## src/sfpf_pkg.sv

```systemverilog
// constants and types for the serial flash pin front end
// assumes a 40 MHz system clock and an AXI4-Lite register bus
package sfpf_pkg;
   // register byte offsets
   localparam logic [7:0] CTRL_OFS = 8'h00;
   localparam logic [7:0] GUARD_OFS = 8'h04;
   localparam logic [7:0] TXD_OFS = 8'h08;
   localparam logic [7:0] RXD_OFS = 8'h0C;
   localparam logic [7:0] STAT_OFS = 8'h10;
   // control fields
   localparam int CTRL_QE_BIT = 0;
   localparam int CTRL_MODE_LSB = 1;
   localparam int CTRL_DRIVE_BIT = 3;
   // guard fields: range[2:0], top_bottom, granule, complement, status guard
   localparam int GUARD_W = 7;
   localparam int GUARD_TB_BIT = 3;
   localparam int GUARD_SEC_BIT = 4;
   localparam int GUARD_CMP_BIT = 5;
   localparam int GUARD_SRP_BIT = 6;
   // status fields
   localparam int ST_ARMED_BIT = 0;
   localparam int ST_SEL_BIT = 1;
   localparam int ST_PAUSE_BIT = 2;
   localparam int ST_BYTE_BIT = 3;
   localparam int ST_REFUSE_BIT = 4;
   localparam int ST_HWRST_BIT = 5;
   localparam int ST_WP_BIT = 6;
   localparam int ST_LOCK_BIT = 7;
   // reset values
   localparam logic [3:0] CTRL_RST = 4'h0;
   localparam logic [6:0] GUARD_RST = 7'h00;
   localparam logic [7:0] TXD_RST = 8'h00;
   // AXI responses
   localparam logic [1:0] RESP_OKAY = 2'h0;
   localparam logic [1:0] RESP_SLVERR = 2'h2;
   // hardware reset pin least low time and its cycle count
   localparam int CLK_PERIOD_NS = 25;
   localparam int RST_MIN_NS = 1000;
   localparam int RST_MIN_CYC = (RST_MIN_NS + CLK_PERIOD_NS - 1) / CLK_PERIOD_NS;
   // lane modes
   typedef enum logic [1:0] {
      LM_SINGLE = 2'h0,
      LM_DUAL = 2'h1,
      LM_QUAD = 2'h2
   } sfpf_mode_e;
   // link state, gray along idle -> active -> paused
   typedef enum logic [1:0] {
      LS_IDLE = 2'h0,
      LS_ACTIVE = 2'h1,
      LS_PAUSED = 2'h3
   } sfpf_link_e;
endpackage

```

## src/sfpf_front_end.sv

```systemverilog
// serial flash pin front end: select, lanes, write guard, pause, reset pin
// assumes pins arrive asynchronously and are sampled on MCLK_I; the serial
// clock must stay well below a quarter of MCLK_I for its edges to be seen
//
// Implementation choices: the placing of the registers and the AXI4-Lite slave port.
module sfpf_front_end (
   input wire logic MCLK_I,
   input wire logic NRST_I,
   input wire logic SCK_I,
   input wire logic CS_N_I,
   input wire logic HW_RST_N_I,
   input wire logic DATA_LANE_0_I,
   input wire logic DATA_LANE_1_I,
   input wire logic DATA_LANE_2_I,
   input wire logic DATA_LANE_3_I,
   output logic DATA_LANE_0_O,
   output logic DATA_LANE_1_O,
   output logic DATA_LANE_2_O,
   output logic DATA_LANE_3_O,
   output logic DATA_LANE_0_OE_O,
   output logic DATA_LANE_1_OE_O,
   output logic DATA_LANE_2_OE_O,
   output logic DATA_LANE_3_OE_O,
   input wire logic [7:0] AWADDR_I,
   input wire logic AWVALID_I,
   output logic AWREADY_O,
   input wire logic [31:0] WDATA_I,
   input wire logic [3:0] WSTRB_I,
   input wire logic WVALID_I,
   output logic WREADY_O,
   output logic [1:0] BRESP_O,
   output logic BVALID_O,
   input wire logic BREADY_I,
   input wire logic [7:0] ARADDR_I,
   input wire logic ARVALID_I,
   output logic ARREADY_O,
   output logic [31:0] RDATA_O,
   output logic [1:0] RRESP_O,
   output logic RVALID_O,
   input wire logic RREADY_I
);
   typedef struct packed {
      logic sck_s1, sck_s2, sck_p;
      logic csn_s1, csn_s2, csn_p;
      logic rst_s1, rst_s2;
      logic [3:0] ln_s1, ln_s2;
      logic [5:0] rst_cnt;
      logic armed;
      sfpf_pkg::sfpf_link_e link;
      logic [7:0] rx_sh, rx_byte, tx_sh;
      logic [2:0] rx_cnt, tx_cnt;
      logic [3:0] ctrl;
      logic [6:0] guard;
      logic [7:0] txd;
      logic byte_f, refuse_f, hwrst_f;
      logic [3:0] lane_o, lane_oe;
      logic aw_got, w_got;
      logic [7:0] aw_addr;
      logic [31:0] w_data;
      logic [3:0] w_strb;
      logic awrdy, wrdy, bvalid, arrdy, rvalid;
      logic [1:0] bresp, rresp;
      logic [31:0] rdata;
   } sfpf_state_s;

   sfpf_state_s s_q, s_d;

   // registered copy drives every output
   assign DATA_LANE_0_O = s_q.lane_o[0];
   assign DATA_LANE_1_O = s_q.lane_o[1];
   assign DATA_LANE_2_O = s_q.lane_o[2];
   assign DATA_LANE_3_O = s_q.lane_o[3];
   assign DATA_LANE_0_OE_O = s_q.lane_oe[0];
   assign DATA_LANE_1_OE_O = s_q.lane_oe[1];
   assign DATA_LANE_2_OE_O = s_q.lane_oe[2];
   assign DATA_LANE_3_OE_O = s_q.lane_oe[3];
   assign AWREADY_O = s_q.awrdy;
   assign WREADY_O = s_q.wrdy;
   assign BVALID_O = s_q.bvalid;
   assign BRESP_O = s_q.bresp;
   assign ARREADY_O = s_q.arrdy;
   assign RVALID_O = s_q.rvalid;
   assign RRESP_O = s_q.rresp;
   assign RDATA_O = s_q.rdata;

   // next-state logic for link, registers and bus
   always_comb begin
      logic qe, wp_n, hold_n, sel, rise, fall, cs_fall, locked, do_wr, hit;
      logic [1:0] mode;
      logic [2:0] step;
      logic [7:0] src;
      logic [3:0] dout;
      logic [31:0] stat;
      qe = 1'b0;
      wp_n = 1'b1;
      hold_n = 1'b1;
      sel = 1'b0;
      rise = 1'b0;
      fall = 1'b0;
      cs_fall = 1'b0;
      locked = 1'b0;
      do_wr = 1'b0;
      hit = 1'b0;
      mode = sfpf_pkg::LM_SINGLE;
      step = 3'd1;
      src = 8'h00;
      dout = 4'h0;
      stat = 32'h0000_0000;
      s_d = s_q;

      // two-stage synchronisers; edge history reads only the second stage
      s_d.sck_s1 = SCK_I;
      s_d.sck_s2 = s_q.sck_s1;
      s_d.sck_p = s_q.sck_s2;
      s_d.csn_s1 = CS_N_I;
      s_d.csn_s2 = s_q.csn_s1;
      s_d.csn_p = s_q.csn_s2;
      s_d.rst_s1 = HW_RST_N_I;
      s_d.rst_s2 = s_q.rst_s1;
      s_d.ln_s1 = {DATA_LANE_3_I, DATA_LANE_2_I, DATA_LANE_1_I, DATA_LANE_0_I};
      s_d.ln_s2 = s_q.ln_s1;

      qe = s_q.ctrl[sfpf_pkg::CTRL_QE_BIT];
      // lanes 2/3 are guard and pause pins unless the quad enable bit is set
      wp_n = qe | s_q.ln_s2[2];
      hold_n = qe | s_q.ln_s2[3];
      mode = s_q.ctrl[sfpf_pkg::CTRL_MODE_LSB +: 2];
      // a quad request without the enable bit falls back to single
      if (mode == sfpf_pkg::LM_QUAD && !qe) mode = sfpf_pkg::LM_SINGLE;
      if (mode == 2'h3) mode = sfpf_pkg::LM_SINGLE;
      step = (mode == sfpf_pkg::LM_QUAD) ? 3'd4 : (mode == sfpf_pkg::LM_DUAL) ? 3'd2 : 3'd1;
      sel = !s_q.csn_s2;
      rise = s_q.sck_s2 && !s_q.sck_p;
      fall = !s_q.sck_s2 && s_q.sck_p;
      cs_fall = !s_q.csn_s2 && s_q.csn_p;

      // link state machine
      unique case (s_q.link)
         sfpf_pkg::LS_IDLE: begin
            if (cs_fall) begin
               s_d.armed = 1'b1;
               s_d.link = sfpf_pkg::LS_ACTIVE;
               s_d.rx_cnt = 3'd0;
               s_d.tx_cnt = 3'd0;
            end
         end
         sfpf_pkg::LS_ACTIVE: begin
            if (!sel) begin
               s_d.link = sfpf_pkg::LS_IDLE;
            end else if (!hold_n) begin
               s_d.link = sfpf_pkg::LS_PAUSED;
            end else begin
               // inbound bits on the serial clock rising edge
               if (rise) begin
                  unique case (mode)
                     sfpf_pkg::LM_QUAD: s_d.rx_sh = {s_q.rx_sh[3:0], s_q.ln_s2};
                     sfpf_pkg::LM_DUAL: s_d.rx_sh = {s_q.rx_sh[5:0], s_q.ln_s2[1:0]};
                     default: s_d.rx_sh = {s_q.rx_sh[6:0], s_q.ln_s2[0]};
                  endcase
                  s_d.rx_cnt = s_q.rx_cnt + step;
                  if (s_q.rx_cnt + step == 3'd0) begin
                     s_d.rx_byte = s_d.rx_sh;
                     s_d.byte_f = 1'b1;
                  end
               end
               // outbound bits change on the falling edge
               if (fall) begin
                  src = (s_q.tx_cnt == 3'd0) ? s_q.txd : s_q.tx_sh;
                  s_d.tx_sh = src << step;
                  s_d.tx_cnt = s_q.tx_cnt + step;
                  s_d.lane_o = s_q.lane_o;
                  unique case (mode)
                     sfpf_pkg::LM_QUAD: s_d.lane_o = src[7:4];
                     sfpf_pkg::LM_DUAL: s_d.lane_o[1:0] = src[7:6];
                     default: s_d.lane_o[1] = src[7];
                  endcase
               end
            end
         end
         sfpf_pkg::LS_PAUSED: begin
            // shift registers and counts are left untouched here
            if (!sel) s_d.link = sfpf_pkg::LS_IDLE;
            else if (hold_n) s_d.link = sfpf_pkg::LS_ACTIVE;
         end
         default: s_d.link = sfpf_pkg::LS_IDLE;
      endcase

      // enables follow the next link state, so a float is never late
      dout = 4'h0;
      if (s_d.link == sfpf_pkg::LS_ACTIVE) begin
         if (mode == sfpf_pkg::LM_SINGLE) dout = 4'h2;
         else if (s_q.ctrl[sfpf_pkg::CTRL_DRIVE_BIT]) begin
            dout = (mode == sfpf_pkg::LM_QUAD) ? 4'hF : 4'h3;
         end
      end
      s_d.lane_oe = dout;

      // register lock: guard bit plus guard pin low
      locked = s_q.guard[sfpf_pkg::GUARD_SRP_BIT] && !wp_n;

      // bus write channel: address and data taken in either order
      if (AWVALID_I && s_q.awrdy) begin
         s_d.aw_got = 1'b1;
         s_d.aw_addr = AWADDR_I;
      end
      if (WVALID_I && s_q.wrdy) begin
         s_d.w_got = 1'b1;
         s_d.w_data = WDATA_I;
         s_d.w_strb = WSTRB_I;
      end
      if (s_q.bvalid && BREADY_I) s_d.bvalid = 1'b0;
      if (s_q.aw_got && s_q.w_got && !s_q.bvalid) begin
         do_wr = s_q.w_strb[0];
         s_d.aw_got = 1'b0;
         s_d.w_got = 1'b0;
         s_d.bvalid = 1'b1;
         s_d.bresp = sfpf_pkg::RESP_OKAY;
         unique case (s_q.aw_addr)
            sfpf_pkg::CTRL_OFS: if (do_wr) s_d.ctrl = s_q.w_data[3:0];
            sfpf_pkg::GUARD_OFS: begin
               if (locked) begin
                  s_d.bresp = sfpf_pkg::RESP_SLVERR;
                  s_d.refuse_f = 1'b1;
               end else if (do_wr) begin
                  s_d.guard = s_q.w_data[6:0];
               end
            end
            sfpf_pkg::TXD_OFS: if (do_wr) s_d.txd = s_q.w_data[7:0];
            sfpf_pkg::RXD_OFS: ;
            sfpf_pkg::STAT_OFS: begin
               // write one to clear; a new event in the same cycle wins, except a new byte while the byte flag is already set
               if (do_wr && s_q.w_data[sfpf_pkg::ST_BYTE_BIT] && !(s_d.byte_f && !s_q.byte_f))
                  s_d.byte_f = 1'b0;
               if (do_wr && s_q.w_data[sfpf_pkg::ST_REFUSE_BIT]) s_d.refuse_f = 1'b0;
               if (do_wr && s_q.w_data[sfpf_pkg::ST_HWRST_BIT]) s_d.hwrst_f = 1'b0;
            end
            default: s_d.bresp = sfpf_pkg::RESP_SLVERR;
         endcase
      end
      s_d.awrdy = !s_d.aw_got && !s_d.bvalid;
      s_d.wrdy = !s_d.w_got && !s_d.bvalid;

      // status word built from live state
      stat[sfpf_pkg::ST_ARMED_BIT] = s_q.armed;
      stat[sfpf_pkg::ST_SEL_BIT] = sel;
      stat[sfpf_pkg::ST_PAUSE_BIT] = (s_q.link == sfpf_pkg::LS_PAUSED);
      stat[sfpf_pkg::ST_BYTE_BIT] = s_q.byte_f;
      stat[sfpf_pkg::ST_REFUSE_BIT] = s_q.refuse_f;
      stat[sfpf_pkg::ST_HWRST_BIT] = s_q.hwrst_f;
      stat[sfpf_pkg::ST_WP_BIT] = wp_n;
      stat[sfpf_pkg::ST_LOCK_BIT] = locked;

      // bus read channel, one outstanding read
      if (s_q.rvalid && RREADY_I) s_d.rvalid = 1'b0;
      if (ARVALID_I && s_q.arrdy) begin
         hit = 1'b1;
         s_d.rvalid = 1'b1;
         s_d.rresp = sfpf_pkg::RESP_OKAY;
         s_d.rdata = 32'h0000_0000;
         unique case (ARADDR_I)
            sfpf_pkg::CTRL_OFS: s_d.rdata[3:0] = s_q.ctrl;
            sfpf_pkg::GUARD_OFS: s_d.rdata[6:0] = s_q.guard;
            sfpf_pkg::TXD_OFS: s_d.rdata[7:0] = s_q.txd;
            sfpf_pkg::RXD_OFS: s_d.rdata[7:0] = s_q.rx_byte;
            sfpf_pkg::STAT_OFS: s_d.rdata = stat;
            default: s_d.rresp = sfpf_pkg::RESP_SLVERR;
         endcase
      end
      s_d.arrdy = !s_d.rvalid && !hit;

      // reset pin overrides select, clock and lanes
      if (!s_q.rst_s2) begin
         s_d.link = sfpf_pkg::LS_IDLE;
         s_d.armed = 1'b0;
         s_d.rx_sh = 8'h00;
         s_d.tx_sh = 8'h00;
         s_d.rx_cnt = 3'd0;
         s_d.tx_cnt = 3'd0;
         s_d.lane_o = 4'h0;
         s_d.lane_oe = 4'h0;
         if (s_q.rst_cnt != 6'(sfpf_pkg::RST_MIN_CYC)) s_d.rst_cnt = s_q.rst_cnt + 6'd1;
         else s_d.hwrst_f = 1'b1;
      end else begin
         s_d.rst_cnt = 6'd0;
      end
   end

   // one register bank for the whole state
   always_ff @(posedge MCLK_I or negedge NRST_I) begin
      if (!NRST_I) begin
         s_q <= '0;
         s_q.sck_s1 <= 1'b0;
         s_q.csn_s1 <= 1'b1;
         s_q.csn_s2 <= 1'b1;
         s_q.csn_p <= 1'b1;
         s_q.rst_s1 <= 1'b1;
         s_q.rst_s2 <= 1'b1;
         s_q.link <= sfpf_pkg::LS_IDLE;
         s_q.ctrl <= sfpf_pkg::CTRL_RST;
         s_q.guard <= sfpf_pkg::GUARD_RST;
         s_q.txd <= sfpf_pkg::TXD_RST;
         s_q.bresp <= sfpf_pkg::RESP_OKAY;
         s_q.rresp <= sfpf_pkg::RESP_OKAY;
      end else begin
         s_q <= s_d;
      end
   end
endmodule

```

## config.mk

```make
export PLATFORM = sky130hd
export DESIGN_NAME = sfpf_front_end
export DESIGN_NICKNAME = d
export VERILOG_FILES = /design/src/sfpf_pkg.sv /design/src/sfpf_front_end.sv
export SDC_FILE = /design/constraint.sdc
export NUM_CORES = 1
export LEC_CHECK = 0
export ABC_AREA = 1
export BUFFER_PORTS_ARGS = -buffer_cell sky130_fd_sc_hd__buf_2
export CAP_MARGIN = 15
export CORE_MARGIN = 2
export CORE_UTILIZATION = 55
export DETAILED_ROUTE_END_ITERATION = 6
export PLACE_DENSITY = 0.85
export SLEW_MARGIN = 25
export SYNTH_ARGS = -nofsm -noshare
export SYNTH_HDL_FRONTEND = slang
export SYNTH_SLANG_ARGS = --single-unit
```

## constraint.sdc

```tcl
create_clock -name MCLK_I -period 2.7 [get_ports MCLK_I]
set_clock_uncertainty 0.05 [all_clocks]
set_input_delay 0.54 -clock MCLK_I [delete_from_list [all_inputs] [get_ports MCLK_I]]
set_output_delay 0.54 -clock MCLK_I [all_outputs]
set_load 0.005 [all_outputs]
```

Word-level counts from Yosys, hierarchy flattened
Cells that the tools add are included.
{ "word_totals": {"output_inout_bits": 49, "wordCells": 204, "reg_bits": 120, "inputBits": 66} }
{ "op_classes": {"bitwise": 4, "eq_ne": 33, "n_reduce_logical": 55, "mux": 67, "add_sub_neg": 3, "n_shift": 1} }
{ "ops": {"columns": ["cell", "n"], "rows": [
  ["30-bit 2-to-1 mux", 2],
  ["8-bit by 4-bit equality test with 1-bit output, second input constant", 4],
  ["4-bit 2-to-1 mux", 8],
  ["5-bit AND reduction", 5],
  ["24-bit 2-to-1 mux", 1],
  ["8-bit 2-to-1 mux", 3],
  ["2-bit 2-to-1 mux", 11],
  ["1-bit 2-to-1 mux", 21],
  ["1-bit logical AND", 20],
  ["4-bit one-hot mux with 5 select lines", 1],
  ["6-bit 2-to-1 mux", 3],
  ["8-bit by 3-bit equality test with 1-bit output, second input constant", 2],
  ["8-bit by 5-bit equality test with 1-bit output, second input constant", 2],
  ["8-bit zero test", 2],
  ["16-bit 2-to-1 mux", 1],
  ["8-bit one-hot mux with 2 select lines", 1],
  ["4-bit AND reduction", 4],
  ["3-bit 2-to-1 mux", 5],
  ["3-bit != test, second input constant", 5],
  ["14-bit 2-to-1 mux", 1],
  ["2-bit by 1-bit != test with 1-bit output, second input constant", 7],
  ["1-bit zero test", 13],
  ["3-bit one-hot mux with 4 select lines", 1],
  ["6-bit one-hot mux with 2 select lines", 1],
  ["other kinds (23)", 39]
]} }

Longest topological paths before layout
Gate-level depths: netlist (run 1).
{ "depth": {"ltp_word": 23, "ltp_mapped": 12, "ltp_nobuf": 11} }

Least setup slack after synthesis (run 1)
No wires, ideal clock.
{ "synth_timing": {"path_type": "reg2reg", "from": "reg s_q[114] in the netlist's numbering", "to": "reg s_q[132] in the netlist's numbering", "period_less_slack_ps": 2390, "setup_slack_ps": 310, "path_stages_with_launch": 13, "t_arrival_ps": 2216, "path_cell_list": "dfrtp_1 > inv_2 > a21oi_1 > ha_1 > ha_1 > inv_1 > fa_1 > xnor2_1 > xor2_1 > nand2_2 > buf_6 > nand2_1 > o21ai_2"} }
{ "synth_between": {"elab_chain_cells": 11, "elab_cells_between_ends": 13, "classes_between": "1 x add/sub; 4 x eq/ne; 5 x mux; 3 x reduce/logical"} }
{ "synth_lines": {"columns": ["item", "line_no", "source"], "rows": [
  ["from (decl)", "sfpf_front_end.sv:66", "sfpf_state_s s_q, s_d;"],
  ["2-bit equality test", "sfpf_front_end.sv:129", "if (mode == sfpf_pkg::LM_QUAD && !qe) mode = sfpf_pkg::LM_SINGLE;"],
  ["1-bit logical AND", "sfpf_front_end.sv:129", null],
  ["2-bit 2-to-1 mux *", "sfpf_front_end.sv:129", null],
  ["2-bit equality test", "sfpf_front_end.sv:130", "if (mode == 2'h3) mode = sfpf_pkg::LM_SINGLE;"],
  ["2-bit 2-to-1 mux *", "sfpf_front_end.sv:130", null],
  ["2-bit by 1-bit equality test with 1-bit output", "sfpf_front_end.sv:131, sfpf_front_end.sv:155", null],
  ["2-bit 2-to-1 mux", "sfpf_front_end.sv:131", "step = (mode == sfpf_pkg::LM_QUAD) ? 3'd4 : (mode == sfpf_pkg::LM_DUAL) ? 3'd2 : 3'd1;"],
  ["3-bit 2-to-1 mux", "sfpf_front_end.sv:131", null],
  ["3-bit adder", "sfpf_front_end.sv:161", "if (s_q.rx_cnt + step == 3'd0) begin"],
  ["3-bit zero test", "sfpf_front_end.sv:161", null],
  ["5-bit AND reduction (no line)", null, null]
]} }
Mark *: on every way between the ends. The rest lies on a longest branch, timed or not.
A chain may end at the register's enable or synchronous reset.

Final worst setup path (run 1)
Same ends and word-level chain as after synthesis.

==> results.yml, run 1 <==
status:
  status: "completed"
floorplanning:
  die_h_microns: 107
  rows: 37
  core_sq_um: 10300
  die_area_sq_um: 11500
  die_width_microns: 107
  initial_core_util: 0.566
  io_pins: 115
setup_path:
  path_max_fanout: 17
  endpoint_kind: "flip-flop"
  worstPathRequired_ns: 3.06
  cp_slowest_cell: "dfrtp_1"
  path_cells: "inv_2, a21oi_1, ha_1, ha_1, inv_1, fa_1, xnor2_1, xor2_1, nand2_4, nand2_1, o21ai_2"
  critPathMostFrequentCell: "ha_1"
  cp-start-kind: "flip-flop"
  worstSetupPathType: "flip-flop to flip-flop"
  critical_path.max_stage_delay_ns: 0.41
  critPathArrivalTime_ns: 2.84
cells_and_area:
  drive_above_1_share: 0.197
  finalNonFillerCells: 898
  diodes: 0
  final_nets: 822
  fillers: 839
  regMostFlops: "s_q"
  finish.instance_area_sq_um: 6790
  largest_register_ffs: 86
  area_delta_synth_final_pct: 16.2
global_route:
  track_usage: 0.249
  first_global_vias: 4644
  grt_pass1_wl_microns: 21900
  antenna_found_initial: 1
  grt_overflow_total: 0
  grt_max_degree: 42
drt:
  dr.pass1.iters: 5
  vias: 4733
  antenna_left: 0
  finalWirelength_microns: 13000
  drcViolationCount: 0
  drt-initial-drc-count: 360
  route.detailed.wl_per_inst_microns: 14.4
  vias_per_cell: 5.27
sta:
  fmax_mhz: 403
  drv_slew: 0
  finalSetupViolations: 0
  hold_violations: 0
  period_needed_ns: 2.48
  rsz0062_at_grt: "false"
  whs_ns: 0.0634
  worst_pin_slew_ns: 0.568
  slew_headroom: 0.621
  fin_crit_sh: 0.918
  fin_tns_setup_ns: 0
clock_tree:
  cts_buffers: 17
  cts.reportedPaths.clkPinSlew_ns: 0.06
  clock_latency_ns: 0.53
  root_buffer: "clkbuf_8"
  clock_sinks: 117
  cts_tree: "built"
  cts_setup_buffers: 0
  htree_levels: 4
  clk_path_buf_depth: 2
yosys:
  avgSynthCellArea_sq_um: 8.51
  synth_top_area_frac: 0.480
  netlist_top_cells_count: "158 x nand2_1, 112 x dfrtp_1, 67 x inv_1, 65 x nand3_1, 52 x nor2_1"
  synth-main-ff-cell: "dfrtp_1"
  synth-edff-count: 0
  netlist-cell-type-count: 39
  ys_ff_latch: 117
  yosysWarningCount: 0
  syn_area_sq_um: 5840
  synth.most_common_cell: "nand2_1"
  synth_top_cell_by_area: "dfrtp_1"
  netlist_instances: 686
  postSynth.asyncResetShare: 1.00
  synthTopCellsByArea: "dfrtp_1 48%, nand2_1 10%, nand3_1 5.6%"
  yosysSeqAreaShare: 0.502
placement:
  postPlaceCellArea_sq_um: 6140
  dp_cells: 865
  hpwlAfterDp_microns: 9390
  io_buffers: 61
  place_congestion: 0.910
power_and_ir_drop:
  peakVddDrop_mv: 0.561
  p_per_area_nw_per_um2: 861
  p_leak_nw: 3.31
hold_path:
  min_path_type: "input pin to flip-flop"
flow_run:
  max_cap_violations: 0
## routing by layer
metal / track usage / share of wire / vias up
li1: - / - / 2295
met1: 0.316 / 0.43 / 2242
met2: 0.392 / 0.49 / 167
met3: 0.0693 / 0.052 / 27
met4: 0.125 / 0.024 / 2
met5: 0 / 0.00054 / -
## layout by cell type, fill, tap and decap left out, types with 4 or more instances in the layout
cell type and n:
nand2_1 158, dfrtp_1 112, inv_1 67, nand3_1 65, buf_2 60, nor2_1 52, o21ai_0 46, conb_1 26
a21oi_1 16, clkbuf_16 16, o21ai_2 15, o21ai_1 12, o22ai_1 12, inv_2 8, nor3_1 6, nand4_1 6
bufinv_16 6, nand3_2 5, nor2_2 5, nor2_4 5, nand2_2 5, ha_1 5, clkbuf_1 5, buf_4 5
dfstp_2 5, clkinv_1 4
## worst max-delay path: cells and delay by family (launching register included)
kind / cells / cell delay, ns
fa+ha+maj: 3 / 0.83
xor+xnor: 2 / 0.46
flops: 1 / 0.41
simple gates: 2 / 0.34
buf+inv: 2 / 0.13
compound gates: 2 / 0.13
## stage by stage
step / setup slack, ns / utilization / power (mW)
after floorplan: 0.310 / - / 3.08
after global placement: 0.240 / 0.594 / 3.36
after detailed placement: 0.160 / 0.594 / 3.42
after CTS: 0.154 / 0.657 / 5.89
after global routing: 0.0755 / 0.657 / 6.18
final: 0.221 / 0.657 / 5.85
## kinds of logic after synthesis
group | synth area share
AO/OA/AOI/OAI | 0.107
XOR/XNOR | 0.00900
adder cells (fa/ha/maj) | 0.0176
buffers and inverters | 0.110
flip-flops | 0.502
other | 0.000642
AND/OR/NAND/NOR | 0.253
## report_power, final
part	total [mW]	internal, mW	switching, mW	leakage (nW)
sequential	2.24	2.05	0.190	1.53
combinational	1.17	0.370	0.797	1.47
clock	2.44	1.68	0.764	0.307
## final timing paths
kind	to	start	depth (start not counted)	slack, ns
max	s_q[132]	s_q[114]	11	0.22
min	s_d[167]	CS_N_I	1	0.06
max reg2reg	s_q[132]	s_q[114]	11	0.22
min reg2reg	s_q[156]	s_d[156]	0	0.30
max in group asynchronous	s_q[164]	NRST_I	3	1.44
min in group asynchronous	s_q[153]	NRST_I	2	0.50
## cell type report
type / count / area, sq um / share of cell area
timing repair buffer: 68 / 388 / 0.0572
multi-input combinational: 466 / 2360 / 0.348
clock buffer: 22 / 433 / 0.0638
tap: 136 / 170 / 0.0251
inverter: 79 / 297 / 0.0437
clock inverter: 10 / 203 / 0.0299
sequential: 117 / 2930 / 0.432
## repair_timing
item,4_1_cts,5_1_grt
resized for setup,0,1
hold endpoints to repair,39,0
hold buffers,1,0
setup endpoints to repair,0,2
(Power assumes the default switching activity.)
==> run 2, diff against run 1 <==
--- a/config.mk
+++ b/config.mk
@@ -8,9 +8,11 @@
 export ABC_AREA = 1
 export BUFFER_PORTS_ARGS = -buffer_cell sky130_fd_sc_hd__buf_2
 export CAP_MARGIN = 15
+export CORE_ASPECT_RATIO = 1.5
 export CORE_MARGIN = 2
 export CORE_UTILIZATION = 55
 export DETAILED_ROUTE_END_ITERATION = 6
+export GPL_ROUTABILITY_DRIVEN = 0
 export PLACE_DENSITY = 0.85
 export SLEW_MARGIN = 25
 export SYNTH_ARGS = -nofsm -noshare
==> run 2 against run 1 <==
The run now ends with DRC left; final area down 0.29%; via count up 5.3%; worst hold slack about the same; final cell count up 0.78%; critical path type unchanged.
==> results.yml, run 2 (synthesis gave the netlist of run 1 again) <==
clock_tree:
  clock_sinks: 117
  root_buffer: "clkbuf_16"
  htree_levels: 4
  cts_buffers: 17
  cts.reportedPaths.clkPinSlew_ns: 0.06
  clk_path_buf_depth: 2
  cts_tree: "built"
  cts_hold_buf: 0
  clock_latency_ns: 0.41
sta:
  fin_tns_setup_ns: 0
  worst_pin_slew_ns: 0.549
  rsz0062_at_grt: "false"
  drv_slew: 0
  whs_ns: 0.0638
  setup_ws_ns: 0.109
  period_needed_ns: 2.59
  slew_headroom: 0.634
  hold_violations: 0
  finalSetupViolations: 0
  fmax_mhz: 386
  fin_crit_sh: 0.960
cells_and_area:
  regMostFlops: "s_q"
  diodes: 0
  fin_util: 0.646
  area_delta_synth_final_pct: 15.9
  drive_above_1_share: 0.204
  final_cell_mix: "158 x nand2_1, 112 x dfrtp_1, 67 x inv_1"
  fillers: 808
  largest_register_ffs: 86
  final_common_cell: "nand2_1"
  final_nets: 821
status:
  violations: "DRC"
  status: "finished with violations"
setup_path:
  worstPathRequired_ns: 2.95
  ff2ff_setup_slack_ns: 0.11
  critical_path.max_stage_delay_ns: 0.42
  endpoint_kind: "flip-flop"
  critPathArrivalTime_ns: 2.84
  cp-start-kind: "flip-flop"
  path_cells: "inv_1, a21oi_1, ha_1, ha_1, inv_1, fa_1, xnor2_1, xor2_1, nand2_4, nand2_1, o21ai_2"
  timing.rr.end: "s_q[131]"
  path_max_fanout: 17
  worstSetupPathType: "flip-flop to flip-flop"
  cp_slowest_cell: "dfrtp_1"
  reg2reg_depth: 11
  r2r-start: "s_q[113]"
placement:
  pre_cts_ws_ns: 0.146
  io_buffers: 61
  hpwlAfterDp_microns: 9740
floorplanning:
  core_sq_um: 10500
  rows: 46
  die_h_microns: 130
  die_width_microns: 88.1
  initial_core_util: 0.558
  io_pins: 115
  die_area_sq_um: 11500
drt:
  finalWirelength_microns: 13600
  vias_per_cell: 5.51
  dr.pass1.iters: 7
  route.detailed.wl_per_inst_microns: 15.0
  vias: 4985
  antenna_left: 0
  drt-initial-drc-count: 665
  drcViolationCount: 1
power_and_ir_drop:
  seqPwrFrac: 0.387
  pwr-share-clk: 0.406
  swShare: 0.314
  p_leak_nw: 3.29
  internal_power_mw: 3.96
  p_comb_frac: 0.206
  peakVddDrop_mv: 0.695
  power_switching_mw: 1.82
  p_per_area_nw_per_um2: 854
global_route:
  antenna_found_initial: 0
  first_global_vias: 4909
  grt_overflow_total: 0
  grt_pass1_wl_microns: 22400
  grt_max_degree: 46
  track_usage: 0.253
flow_run:
  max_cap_violations: 0
hold_path:
  min_path_type: "input pin to async pin"
-- run 2: repair_timing --
item,in CTS,in global routing
buffers inserted,0,0
setup endpoints to repair,0,9
gates resized for setup,0,1
-- run 2: worst max-delay path: cells and delay by family (launching register included) --
family,cells,cell delay (ns)
and+or+nand+nor,2,0.37
AOI/OAI and AO/OA,2,0.14
buffers and inverters,2,0.13
DFF,1,0.42
xor gates and xnor gates,2,0.48
adders and majority gates,3,0.89
-- run 2: per-stage QoR --
| step | area (sq um) | power [mW] | cells |
|---|---|---|---|
| floorplan | 5930 | 3.08 | 711 |
| global placement | 6130 | 3.34 | 873 |
| detailed placement | 6130 | 3.42 | 873 |
| CTS | 6760 | 5.78 | 905 |
| global route | 6770 | 6.06 | 905 |
| finish | 6770 | 5.78 | 905 |
-- run 2: power by group through the flow --
stage	clock [mW]	sequential, mW	combinational (mW)
2_1_floorplan	0	2.21	0.878
3_3_place_gp	0	2.24	1.11
3_5_place_dp	0	2.26	1.16
4_1_cts	2.36	2.23	1.19
5_1_grt	2.46	2.27	1.34
6_report	2.35	2.24	1.19
-- run 2: routing by layer --
layer  global-route usage  routed length, microns  vias to the layer above
met5                    0                       0                        -
met1                0.277                    4820                     2352
met2                0.431                    7070                      275
met4                0.167                     765                        0
li1                     -                       -                     2292
met3               0.0626                     946                       66
-- run 2: cell type report --
cell class	instances	area (sq um)	share of cell area
Multi-Input combinational cell	466	2360	0.349
Clock inverter	11	148	0.0218
Clock buffer	21	480	0.0710
Inverter	79	297	0.0438
Tap cell	144	180	0.0266
Timing Repair Buffer	67	365	0.0540
Sequential cell	117	2930	0.434
-- run 2: how the worst max path moves through the flow --
stage                          end     start  slack, ns  cells after the start
after floorplan           s_q[132]  s_q[114]       0.31                     12
after global placement    s_q[134]  s_q[113]       0.22                     11
after detailed placement  s_q[131]  s_q[114]       0.15                     11
after CTS                 s_q[131]  s_q[113]       0.06                     11
after global routing      s_q[135]  s_q[113]       0.01                     11
final                     s_q[131]  s_q[113]       0.11                     11
==> run 3, diff against run 2 <==
--- a/config.mk
+++ b/config.mk
@@ -10,10 +10,10 @@
 export CAP_MARGIN = 15
 export CORE_ASPECT_RATIO = 1.5
 export CORE_MARGIN = 2
-export CORE_UTILIZATION = 55
+export CORE_UTILIZATION = 40
 export DETAILED_ROUTE_END_ITERATION = 6
 export GPL_ROUTABILITY_DRIVEN = 0
-export PLACE_DENSITY = 0.85
+export PLACE_DENSITY = 0.66
 export SLEW_MARGIN = 25
 export SYNTH_ARGS = -nofsm -noshare
 export SYNTH_HDL_FRONTEND = slang
==> run 3 against run 2 <==
The run now ends clean; total power grew 2.9%; sequential power barely moved; count of clock-buffer cells in the layout fell by 4; largest power group unchanged; critical path type unchanged; worst hold slack improved by 0.038 ns; sequential share of layout area down 0.76 points; register-to-register slack better by 0.097 ns; final cell count is 6.1% higher.
==> results.yml, run 3 (synthesis gave the netlist of run 1 again) <==
setup_path:
  endpoint_kind: "flip-flop"
  cp-start-kind: "flip-flop"
  path_max_fanout: 17
  critPathArrivalTime_ns: 2.73
  worstSetupPathType: "flip-flop to flip-flop"
  timing.rr.end: "s_q[131]"
  ff2ff_setup_slack_ns: 0.21
  reg2reg_depth: 11
  worstPathRequired_ns: 2.94
  r2r-start: "s_q[114]"
sta:
  period_needed_ns: 2.49
  fmax_mhz: 401
  hold_violations: 0
  drv_slew: 0
  setup_ws_ns: 0.206
  fin_crit_sh: 0.924
  whs_ns: 0.101
  worst_pin_slew_ns: 0.645
  fin_tns_setup_ns: 0
  rsz0062_at_grt: "false"
  slew_headroom: 0.570
  finalSetupViolations: 0
placement:
  pre_cts_ws_ns: 0.265
  dp_cells: 928
  io_buffers: 61
  postPlaceCellArea_sq_um: 6220
  hpwlAfterDp_microns: 9900
global_route:
  first_global_vias: 4630
  grt_busiest_layer: "met2"
  grtUsageMet3: 0.0391
  grt_max_degree: 51
  grt_overflow_total: 0
  met1_usage: 0.209
  grtUsageMet2: 0.311
  grt_pass1_wl_microns: 22300
  antenna_found_initial: 0
  track_usage: 0.184
clock_tree:
  cts_hold_buf: 0
  htree_levels: 4
  cts_tree: "built"
  clock_latency_ns: 0.42
  clock_sinks: 117
  cts_buffers: 17
  clk_path_buf_depth: 2
  root_buffer: "clkbuf_16"
  cts.reportedPaths.clkPinSlew_ns: 0.06
  cts_resized: 0
  cts_setup_buffers: 0
cells_and_area:
  final_cell_mix: "158 x nand2_1, 112 x dfrtp_1, 67 x inv_1"
  regMostFlops: "s_q"
  finalNonFillerCells: 960
  fin_util: 0.479
  largest_register_ffs: 86
  finish.instance_area_sq_um: 6890
  area_delta_synth_final_pct: 17.9
  drive_above_1_share: 0.207
  diodes: 0
  final_nets: 824
  final_common_cell: "nand2_1"
floorplanning:
  initial_core_util: 0.406
  core_sq_um: 14400
  die_h_microns: 152
  io_pins: 115
  die_area_sq_um: 15600
  rows: 54
  die_width_microns: 103
drt:
  dr.pass1.iters: 5
  drcViolationCount: 0
  route.detailed.wl_per_inst_microns: 13.9
  vias_per_cell: 4.93
  drt-initial-drc-count: 368
  vias: 4733
  antenna_left: 0
  finalWirelength_microns: 13300
hold_path:
  min_path_type: "input pin to async pin"
power_and_ir_drop:
  p_per_area_nw_per_um2: 863
  p_leak_nw: 3.33
  peakVddDrop_mv: 0.573
  finalPower_mw: 5.94
status:
  status: "completed"
flow_run:
  max_cap_violations: 0
==> run 3: cell type report <==
| cell class | instances | area [sq um] |
|---|---|---|
| inverter | 79 | 297 |
| fill | 1435 | 7500 |
| tap | 196 | 245 |
| multi-input combinational | 466 | 2360 |
| timing repair buffer | 70 | 388 |
| clock buffer | 17 | 425 |
| clock inverter | 15 | 240 |
| sequential | 117 | 2930 |
==> run 3: critical path: stages, from the launching register on <==
cell	delay, ns
dfrtp_1	0.40
inv_2	0.09
a21oi_1	0.07
ha_1	0.30
ha_1	0.14
inv_1	0.04
fa_1	0.37
xnor2_1	0.17
xor2_1	0.23
nand2_2	0.28
nand2_1	0.15
o21ai_2	0.06
==> run 3: layer usage <==
layer / routed length, microns / share of wire / vias up
li1: - / - / 2306
met1: 5060 / 0.38 / 2202
met2: 6820 / 0.51 / 169
met3: 681 / 0.051 / 56
met4: 770 / 0.058 / 0
met5: 0 / 0 / -
==> run 3: worst max-delay path by stage <==
| stage | from | cells past startpoint | end | slack, ns |
|---|---|---|---|---|
| after global placement | s_q[114] | 11 | s_q[134] | 0.26 |
| after floorplan | s_q[114] | 12 | s_q[132] | 0.31 |
| after CTS | s_q[114] | 11 | s_q[131] | 0.21 |
| final | s_q[114] | 11 | s_q[131] | 0.21 |
| after global routing | s_q[113] | 11 | s_q[132] | 0.06 |
| after detailed placement | s_q[114] | 11 | s_q[135] | 0.26 |
==> run 3: where the power goes <==
| part | leakage, nW | total, mW | internal (mW) | switching, mW |
|---|---|---|---|---|
| Clock | 0.326 | 2.54 | 1.67 | 0.875 |
| Sequential | 1.53 | 2.23 | 2.04 | 0.185 |
| Combinational | 1.48 | 1.17 | 0.374 | 0.800 |
| Total | 3.33 | 5.94 | 4.08 | 1.86 |
